===== src/hw/epi_cfg.svh =====
/*
  Constants of the external pin interrupt unit: register indices,
  field positions, reset values and vector addresses.
  Assumes inclusion by bare name from the design file.
*/
`ifndef EPI_CFG_SVH
`define EPI_CFG_SVH

// Register indices; the byte address is four times the index.
`define EPI_IDX_PCMASK 6'h15
`define EPI_IDX_MCUCTL 6'h35
`define EPI_IDX_FLAGS 6'h3A
`define EPI_IDX_IMASK 6'h3B
`define EPI_IDX_GIE 6'h3F

// Field positions.
`define EPI_SENSE_HI 1
`define EPI_SENSE_LO 0
`define EPI_BIT_DED 6
`define EPI_BIT_PC 5
`define EPI_PC_HI 5
`define EPI_MCU_HI 6
`define EPI_MCU_LO 3
`define EPI_NPINS 6

// Reset values and read masks.
`define EPI_RST_BYTE 8'h00
`define EPI_MASK_PCMASK 8'h3F
`define EPI_MASK_MCUCTL 8'h7B
`define EPI_MASK_EN 8'h60
`define EPI_MASK_GIE 8'h01

// Vector addresses.
`define EPI_VEC_NONE 16'h0000
`define EPI_VEC_DED 16'h0001
`define EPI_VEC_PC 16'h0002

`endif


===== src/hw/epi_pkg.sv =====
/*
  Types of the external pin interrupt unit.
  Assumes nothing of its surroundings.
*/
package epi_pkg;

  // Trigger choices of the dedicated pin.
  typedef enum logic [1:0] {
    EPI_LOW = 2'b00,
    EPI_ANY = 2'b01,
    EPI_FALL = 2'b10,
    EPI_RISE = 2'b11
  } epi_sense_t;

endpackage


===== src/hw/epi_top.sv =====
/*
  External pin interrupt unit: one dedicated pin with selectable sense
  and six maskable pin-change inputs, with flags, enables and vectors,
  reached over APB.
  Assumes pins come from outside the clock domain and that the core
  pulses i_vec_ack when it enters the routine shown on o_vector.
*/
// Our own choice: the APB register port.
// Operation
// - Sense field bits 1:0 pick low, any change, falling or rising edge.
// - Pin is sampled before edge detection; pulses over one clock register. Here a level must hold for two successive samples to count.
// - Dedicated interrupt needs mask bit 6 and the global enable.
// - Pin activity requests even when the pin is an output.
// - Pin-change interrupt needs mask bit 5 and the global enable.
// - Six mask bits 5:0 at 0x15 enable each pin's change detection.
// - Flag bit 6 at 0x3A sets on a dedicated pin edge or change.
// - Flag bit 5 sets on a change of any enabled pin-change input.
// - Pending, enabled flag directs the core to its vector.
// - Flags clear on routine entry or by writing one.
// - Dedicated flag stays cleared while low-level sensing is chosen.
// - Reserved bits read as zero.
// - Vectors are 0x0001 dedicated, 0x0002 pin change.
// - Pin-change and low-level detection work without clock; edges need it. Here all detection is clocked.
`timescale 1ns/1ps

module epi_top (
  // Clock and reset.
  input wire logic i_ref_clk,
  input wire logic i_rst,
  // APB slave.
  input wire logic i_psel,
  input wire logic i_penable,
  input wire logic i_pwrite,
  input wire logic [7:0] i_paddr,
  input wire logic [31:0] i_pwdata,
  output logic [31:0] o_prdata,
  output logic o_pready,
  output logic o_pslverr,
  // Pins.
  input wire logic i_dedicated_irq_pin,
  input wire logic [5:0] i_pin_change_inputs,
  // Core side.
  input wire logic i_vec_ack,
  output logic o_irq,
  output logic [15:0] o_vector
);
`include "epi_cfg.svh"

  logic [2:0] ded_sync_reg, ded_sync_next;
  logic ded_filt_reg, ded_filt_next;
  logic [5:0] pc_s1_reg, pc_s2_reg, pc_s3_reg, pc_filt_reg;
  logic [5:0] pc_s1_next, pc_s2_next, pc_s3_next, pc_filt_next;
  logic [7:0] pcmask_reg, pcmask_next;
  logic [7:0] mcuctl_reg, mcuctl_next;
  logic [7:0] imask_reg, imask_next;
  logic gie_reg, gie_next;
  logic flag_ded_reg, flag_ded_next;
  logic flag_pc_reg, flag_pc_next;
  logic irq_reg, irq_next;
  logic [15:0] vec_reg, vec_next;
  logic [31:0] prdata_reg, prdata_next;
  logic pready_reg, pready_next;
  logic pslverr_reg, pslverr_next;
  epi_pkg::epi_sense_t sense;
  logic ded_evt, pc_evt, wr_en, hit;
  logic clr_ded, clr_pc, req_ded, req_pc;
  logic [5:0] idx;
  logic [7:0] rd_byte;

  // Synchronisers: the first stage feeds only the second; a new level
  // counts once stages two and three agree.
  always_comb begin
    ded_sync_next = {ded_sync_reg[1:0], i_dedicated_irq_pin};
    pc_s1_next = i_pin_change_inputs;
    pc_s2_next = pc_s1_reg;
    pc_s3_next = pc_s2_reg;
    ded_filt_next = ded_filt_reg;
    if (ded_sync_reg[1] == ded_sync_reg[2]) begin
      ded_filt_next = ded_sync_reg[2];
    end
    pc_filt_next = pc_filt_reg;
    for (int i = 0; i < `EPI_NPINS; i++) begin
      if (pc_s2_reg[i] == pc_s3_reg[i]) begin
        pc_filt_next[i] = pc_s3_reg[i];
      end
    end
  end

  always_ff @(posedge i_ref_clk) begin
    if (i_rst) begin
      ded_sync_reg <= 3'h0;
      ded_filt_reg <= 1'b0;
      pc_s1_reg <= 6'h00;
      pc_s2_reg <= 6'h00;
      pc_s3_reg <= 6'h00;
      pc_filt_reg <= 6'h00;
    end else begin
      ded_sync_reg <= ded_sync_next;
      ded_filt_reg <= ded_filt_next;
      pc_s1_reg <= pc_s1_next;
      pc_s2_reg <= pc_s2_next;
      pc_s3_reg <= pc_s3_next;
      pc_filt_reg <= pc_filt_next;
    end
  end

  // Event detection on the filtered samples. Detection here is clocked;
  // a clockless wake path belongs to the power controller.
  // Comparing the filtered value with its next value sees each change once.
  always_comb begin
    sense = epi_pkg::epi_sense_t'(mcuctl_reg[`EPI_SENSE_HI:`EPI_SENSE_LO]);
    case (sense)
      epi_pkg::EPI_ANY: ded_evt = ded_filt_next != ded_filt_reg;
      epi_pkg::EPI_FALL: ded_evt = ded_filt_reg & ~ded_filt_next;
      epi_pkg::EPI_RISE: ded_evt = ~ded_filt_reg & ded_filt_next;
      default: ded_evt = 1'b0;
    endcase
    pc_evt = |((pc_filt_next ^ pc_filt_reg) & pcmask_reg[`EPI_PC_HI:0]);
  end

  // APB decode: one wait state, so every answer comes from a flop.
  // The cost is one extra cycle per access, which software never notices.
  always_comb begin
    idx = i_paddr[7:2];
    hit = (i_paddr[1:0] == 2'h0) && ((idx == `EPI_IDX_PCMASK) ||
          (idx == `EPI_IDX_MCUCTL) || (idx == `EPI_IDX_FLAGS) ||
          (idx == `EPI_IDX_IMASK) || (idx == `EPI_IDX_GIE));
    wr_en = i_psel & i_penable & pready_reg & i_pwrite & hit;
    case (idx)
      `EPI_IDX_PCMASK: rd_byte = pcmask_reg & `EPI_MASK_PCMASK;
      `EPI_IDX_MCUCTL: rd_byte = mcuctl_reg & `EPI_MASK_MCUCTL;
      `EPI_IDX_FLAGS: rd_byte = {1'b0, flag_ded_reg, flag_pc_reg, 5'h00};
      `EPI_IDX_IMASK: rd_byte = imask_reg & `EPI_MASK_EN;
      `EPI_IDX_GIE: rd_byte = {7'h00, gie_reg};
      default: rd_byte = `EPI_RST_BYTE;
    endcase
    pready_next = i_psel & i_penable & ~pready_reg;
    pslverr_next = pready_next & ~hit;
    prdata_next = 32'h0000_0000;
    if (pready_next && hit && !i_pwrite) begin
      prdata_next = {24'h00_0000, rd_byte};
    end
  end

  // Configuration writes; reserved bits are never stored.
  always_comb begin
    pcmask_next = pcmask_reg;
    mcuctl_next = mcuctl_reg;
    imask_next = imask_reg;
    gie_next = gie_reg;
    if (wr_en) begin
      case (idx)
        `EPI_IDX_PCMASK: pcmask_next = i_pwdata[7:0] & `EPI_MASK_PCMASK;
        `EPI_IDX_MCUCTL: mcuctl_next = i_pwdata[7:0] & `EPI_MASK_MCUCTL;
        `EPI_IDX_IMASK: imask_next = i_pwdata[7:0] & `EPI_MASK_EN;
        `EPI_IDX_GIE: gie_next = i_pwdata[0];
        default: gie_next = gie_reg;
      endcase
    end
  end

  // Flags: set wins over a clear in the same cycle.
  // An edge that lands with a clear would otherwise vanish unseen.
  always_comb begin
    clr_ded = (wr_en && idx == `EPI_IDX_FLAGS && i_pwdata[`EPI_BIT_DED]) ||
              (i_vec_ack && vec_reg == `EPI_VEC_DED);
    clr_pc = (wr_en && idx == `EPI_IDX_FLAGS && i_pwdata[`EPI_BIT_PC]) ||
             (i_vec_ack && vec_reg == `EPI_VEC_PC);
    flag_ded_next = ded_evt | (flag_ded_reg & ~clr_ded);
    if (sense == epi_pkg::EPI_LOW) begin
      flag_ded_next = 1'b0;
    end
    flag_pc_next = pc_evt | (flag_pc_reg & ~clr_pc);
  end

  // Request and vector; the dedicated pin has priority.
  always_comb begin
    req_ded = gie_reg & imask_reg[`EPI_BIT_DED] &
              ((sense == epi_pkg::EPI_LOW) ? ~ded_filt_reg : flag_ded_reg);
    req_pc = gie_reg & imask_reg[`EPI_BIT_PC] & flag_pc_reg;
    irq_next = req_ded | req_pc;
    if (req_ded) begin
      vec_next = `EPI_VEC_DED;
    end else if (req_pc) begin
      vec_next = `EPI_VEC_PC;
    end else begin
      vec_next = `EPI_VEC_NONE;
    end
  end

  // State registers.
  always_ff @(posedge i_ref_clk) begin
    if (i_rst) begin
      pcmask_reg <= `EPI_RST_BYTE;
      mcuctl_reg <= `EPI_RST_BYTE;
      imask_reg <= `EPI_RST_BYTE;
      gie_reg <= 1'b0;
      flag_ded_reg <= 1'b0;
      flag_pc_reg <= 1'b0;
      irq_reg <= 1'b0;
      vec_reg <= `EPI_VEC_NONE;
      prdata_reg <= 32'h0000_0000;
      pready_reg <= 1'b0;
      pslverr_reg <= 1'b0;
    end else begin
      pcmask_reg <= pcmask_next;
      mcuctl_reg <= mcuctl_next;
      imask_reg <= imask_next;
      gie_reg <= gie_next;
      flag_ded_reg <= flag_ded_next;
      flag_pc_reg <= flag_pc_next;
      irq_reg <= irq_next;
      vec_reg <= vec_next;
      prdata_reg <= prdata_next;
      pready_reg <= pready_next;
      pslverr_reg <= pslverr_next;
    end
  end

  assign o_prdata = prdata_reg;
  assign o_pready = pready_reg;
  assign o_pslverr = pslverr_reg;
  assign o_irq = irq_reg;
  assign o_vector = vec_reg;
endmodule


===== config.mk =====
export PLATFORM = sky130hd
export DESIGN_NAME = epi_top
export DESIGN_NICKNAME = d
export VERILOG_FILES = /design/src/hw/epi_pkg.sv /design/src/hw/epi_top.sv
export VERILOG_INCLUDE_DIRS = /design/src /design/src/hw
export SDC_FILE = /design/constraint.sdc
export NUM_CORES = 1
export LEC_CHECK = 0
export BUFFER_PORTS_ARGS = -buffer_cell sky130_fd_sc_hd__buf_2
export CORE_AREA = 8 8 82 84
export CTS_CLUSTER_SIZE = 20
export DETAILED_ROUTE_END_ITERATION = 10
export DIE_AREA = 0 0 90 92
export PLACE_DENSITY = 0.83
export SYNTH_ARGS = -nofsm -noshare
export SYNTH_HDL_FRONTEND = slang
export SYNTH_SLANG_ARGS = --single-unit

===== constraint.sdc =====
create_clock -name i_ref_clk -period 2.2 [get_ports i_ref_clk]
set_clock_uncertainty 0.15 [all_clocks]
set_input_delay 0.33 -clock i_ref_clk [delete_from_list [all_inputs] [get_ports i_ref_clk]]
set_output_delay 0.33 -clock i_ref_clk [all_outputs]
set_load 0.1 [all_outputs]

==> Yosys cells after proc, flatten, opt, wreduce, memory -nomap -nowiden <==
Cells that the tools add are included.
{ "word_totals": {"ff_bits": 82, "inputBits": 53, "out_inout_bits": 51, "wordCells": 100} }
{ "op_classes": {"eq_ne": 18, "n_mux": 12, "bitwise": 26, "reduce_logical": 25} }
{ "ops": {"columns": ["op", "n"], "rows": [
  ["case mux 7 bit (5 select lines)", 1],
  ["equality test 6 bit (second input constant)", 4],
  ["bitwise AND 1 bit", 14],
  ["two-way mux 1 bit", 9],
  ["logical AND 1 bit", 8],
  ["AND reduction 2 bit", 4],
  ["equality test 1 bit", 7],
  ["NOT 1 bit", 7],
  ["bitwise AND 6 bit", 1],
  ["equality test 2 bit (second input constant)", 3],
  ["equality test 6 x 5 -> 1 bit (second input constant)", 1],
  ["logical OR 1 bit", 6],
  ["OR reduction 2 bit", 3],
  ["OR reduction 6 bit", 1],
  ["bitwise XOR 6 bit", 1],
  ["equality test 2 x 1 -> 1 bit (second input constant)", 2],
  ["zero test 2 bit", 2],
  ["bitwise OR 1 bit", 3],
  ["case mux 1 bit (3 select lines)", 1],
  ["two-way mux 2 bit", 1],
  ["zero test 1 bit", 1],
  ["!= test 1 bit", 1]
]} }

==> Logic depth before layout (Yosys ltp) <==
{ "depth": {"word_depth": 13, "mapped_depth": 9, "depth_no_buf": 9} }

==> Worst setup path before layout <==
Ideal clock, no wire load.
{ "synth_timing": {"path_kind": "register to register", "startpoint": "register pready_reg (netlist: o_pready)", "endpoint": "register pcmask_reg[0]", "setup_ns": 0.128, "t_arrival_ns": 2.208, "required_time_ns": 1.922, "setup_slack_ns": -0.285, "path_stages_with_launch": 5, "path_buffers": 0, "period_less_slack_ns": 2.485, "path_cell_list": "dfxtp_1 > nand4_1 > nor4_4 > mux2i_1 > nor2_1"} }
{ "synth_via": {"elab_chain_len": 4} }
{ "synth_lines": {"columns": ["element", "line_no", "source"], "rows": [
  ["from (decl)", "epi_top.sv:62", "logic pready_reg, pready_next;"],
  ["from (signal assigned)", "epi_top.sv:215", "pready_reg <= pready_next;"],
  ["bitwise AND 1 bit (3 in a row)", "epi_top.sv:128", "wr_en = i_psel & i_penable & pready_reg & i_pwrite & hit;"],
  ["AND reduction 2 bit (no line)", null, null],
  ["to (signal assigned)", "epi_top.sv:194", "pcmask_reg <= `EPI_RST_BYTE;"],
  ["to (signal assigned)", "epi_top.sv:206", "pcmask_reg <= pcmask_next;"],
  ["to (decl)", "epi_top.sv:53", "logic [7:0] pcmask_reg, pcmask_next;"]
]} }
No other way between the ends.
A chain may end at the register's enable or synchronous reset.

==> Worst setup path after layout <==
{ "layout_timing": {"startpoint": "register pready_reg (netlist: o_pready)", "endpoint": "register pcmask_reg[5]"} }
The elaborated chain is that of the path after synthesis.

==> impl_metrics.py <==
metrics = {
    "routing": {
        "drt_wl_total_um": 4825,
        "drc": 0,
        "drtIter0Drc": 68,
        "ant_nets": 0,
        "drt-pass1-iter-count": 4,
        "vias": 1819,
        "viasPerCell": 4.640,
        "drt-wirelength-per-cell_um": 12.31,
    },
    "synthesis": {
        "synth-edff-count": 0,
        "synth_area_um2": 2524,
        "yosysUniqueCellTypes": 36,
        "netlist.area_leader.share": 0.4522,
        "synth_compound_area_frac": 0.08875,
        "synth.most_common_cell": "dfxtp_1",
        "synth_ff_type": "dfxtp_1",
        "yosysSeqAreaShare": 0.4522,
        "synth_cells": 271,
        "synth.largest_area_cell": "dfxtp_1",
        "synth_mux_area_frac": 0.06842,
        "avgSynthCellArea_um2": 9.312,
        "synth-xor-area-share": 0,
        "yosys_warnings": 0,
        "yosys.area_share.simple": 0.2449,
        "synthArstFlopShare": 0,
        "synth_top_family_by_area": "simple AND/OR/NAND/NOR gates",
        "synthTopCellsByArea": "dfxtp_1 (45%), buf_4 (12%), mux2i_1 (5.9%)",
        "synth_common_cells": "dfxtp_1 (57), buf_4 (39), nor2_1 (28)",
        "ys_seq_elements": 57,
        "synthAdderAreaFrac": 0.009916,
    },
    "floorplan": {
        "die_x_um": 90,
        "fp.dieH_um": 92,
        "start_util": 0.4669,
        "io_pins": 104,
        "core_area_um2": 5405,
        "rows": 27,
        "die-area_um2": 8280,
    },
    "timing": {
        "setup_viol": 0,
        "max_freq_mhz": 584.4,
        "hold_violations": 0,
        "final_max_slew_viol_count": 0,
        "rsz0062_at_grt": "no",
        "tns_ps": 0,
        "post-route-period-util": 0.7778,
        "layout_min_cycle_time_ps": 1711,
    },
    "setup_path": {
        "r2r_setup_slack_ps": 490,
        "cp_slowest_cell": "dfxtp_2",
        "required_ps": 2260,
        "crit_fanout": 6,
        "worstReg2RegEnd": "pcmask_reg[5]",
        "path_class": "register to register",
        "end_kind": "register",
        "critPathArrivalTime_ps": 1770,
        "cp-start-kind": "register",
        "crit_chain": "nand4_1, nor4_4, buf_4, mux2i_1, nor2_1",
        "rr_worst_depth": 5,
        "rr_startpoint": "o_pready",
        "slowest_delay_ps": 350,
    },
    "grt": {
        "grt.total_usage": 0.1226,
        "overflow": 0,
        "grt_pass1_vias": 1838,
        "grt_start_max_net_pins": 29,
        "grt_pass1_wl_um": 8266,
        "antenna_found_initial": 1,
    },
    "hold_path": {
        "hold_depth": 2,
        "holdPathEnd": "pc_s1_reg[5]",
        "hold_class": "input pin to register",
        "min_from": "i_pin_change_inputs[5]",
    },
    "clock_network": {
        "cts_resized": 0,
        "clk-insertion-delay-late_ps": 330,
        "cts_inserted_buffers": 9,
        "cts.clk_slew.worst_paths_ps": 60,
        "postCtsHoldBufs": 0,
        "cts_tree": "done",
        "post-cts-setup-buffers": 0,
        "root_buffer": "clkbuf_8",
        "cts_sinks": 57,
        "htree_levels": 3,
        "clockBufferDepth": 2,
    },
    "place": {
        "place_congestion": 0.8335,
        "hpwlAfterDp_um": 3623,
        "dp_cells": 376,
        "port_buffers": 39,
    },
    "final_layout": {
        "layout.cells.non_filler": 392,
        "final_nets": 370,
        "area_delta_synth_final_pct": 12.39,
        "antenna_cells": 0,
        "drive_gt1_frac": 0.1969,
        "fillCellCount": 543,
        "largest_reg_flops": 7,
    },
    "flow_run": {
        "cap_violations": 0,
    },
    "power": {
        "vdd_drop_max_mv": 0.3743,
        "p_leak_uw": 0.001170,
        "p_per_area_nw_per_um2": 828.6,
    },
    "status": {
        "status": "completed",
    },
}
layout make-up:
type                       count  area (um^2)  area share
clock buffer                  14        182.7     0.06440
clock inverter                 2        10.01    0.003529
inverter                       2        7.507    0.002647
multi-input combinational    203         1186      0.4182
sequential                    57         1142      0.4027
tap                           72        90.09     0.03176
timing repair buffer          42        217.7     0.07675
where the power goes:
part           internal [uW]  switching [uW]
clock                    528             378
combinational           38.3             347
sequential              1050            8.99
total                   1620             734
worst max-delay path by stage:
stage | startpoint | end | slack, ps
5_1_grt | o_pready | pcmask_reg[0] | 350
4_1_cts | o_pready | pcmask_reg[5] | 480
2_1_floorplan | o_pready | pcmask_reg[0] | 110
3_3_place_gp | i_paddr[1] | pcmask_reg[5] | 380
6_report | o_pready | pcmask_reg[5] | 490
3_5_place_dp | i_paddr[1] | pcmask_reg[2] | 360
stage by stage:
stage / setup slack [ps] / power, uW / instance area, um^2 / utilization / hold slack (ps)
final: 488.8 / 2350 / 2836 / 0.5248 / 55.42
after global routing: 354.3 / 2448 / 2836 / 0.5248 / 49.31
after CTS: 475.5 / 2371 / 2836 / 0.5248 / 44.59
after detailed placement: 364.3 / 1464 / 2644 / 0.4891 / 274.7
after global placement: 382.8 / 1461 / 2644 / 0.4891 / 265.5
after floorplan: 107.9 / 1480 / 2668 / - / 263.8
per-layer routing:
metal | vias to the layer above | track usage | wire length (um)
met1 | 808 | 0.1349 | 2171
li1 | 933 | - | -
met5 | - | 0 | 8
met4 | 2 | 0.07628 | 111
met3 | 12 | 0.05949 | 385
met2 | 64 | 0.1877 | 2149
worst max-delay path: cells and delay by family, from the launching register on:
family | cells | cell delay [ps]
and+or+nand+nor | 3 | 660
DFF | 1 | 350
buffers and inverters | 1 | 210
muxes | 1 | 210
cell families (layout without fill, tap and decap cells):
family | count (synthesis) | count (layout)
fa+ha+maj | 2 | 2
buf+inv | 49 | 60
compound gates | 38 | 38
simple gates | 107 | 107
mux | 17 | 17
other cells | 1 | 39
flops | 57 | 57
layout by cell type, fill, tap and decap left out, types with 2 or more instances in the layout:
cell type and n:
o21ai_0 14, inv_1 2, a21oi_1 10, and3b_1 4, mux2i_1 15, a22oi_1 7, dfxtp_1 56, conb_1 39
nor3b_1 5, ha_1 2, clkbuf_8 13, nand4_1 4, nand3_1 4, buf_2 39, clkinv_2 2, buf_4 3
o22ai_1 3, nor2b_1 23, mux2_2 2, nand2_1 20, nor4_1 2, nand2b_1 7, nor2_1 28, nor4_4 2
No activity file was read; power rests on OpenSTA's default activity.
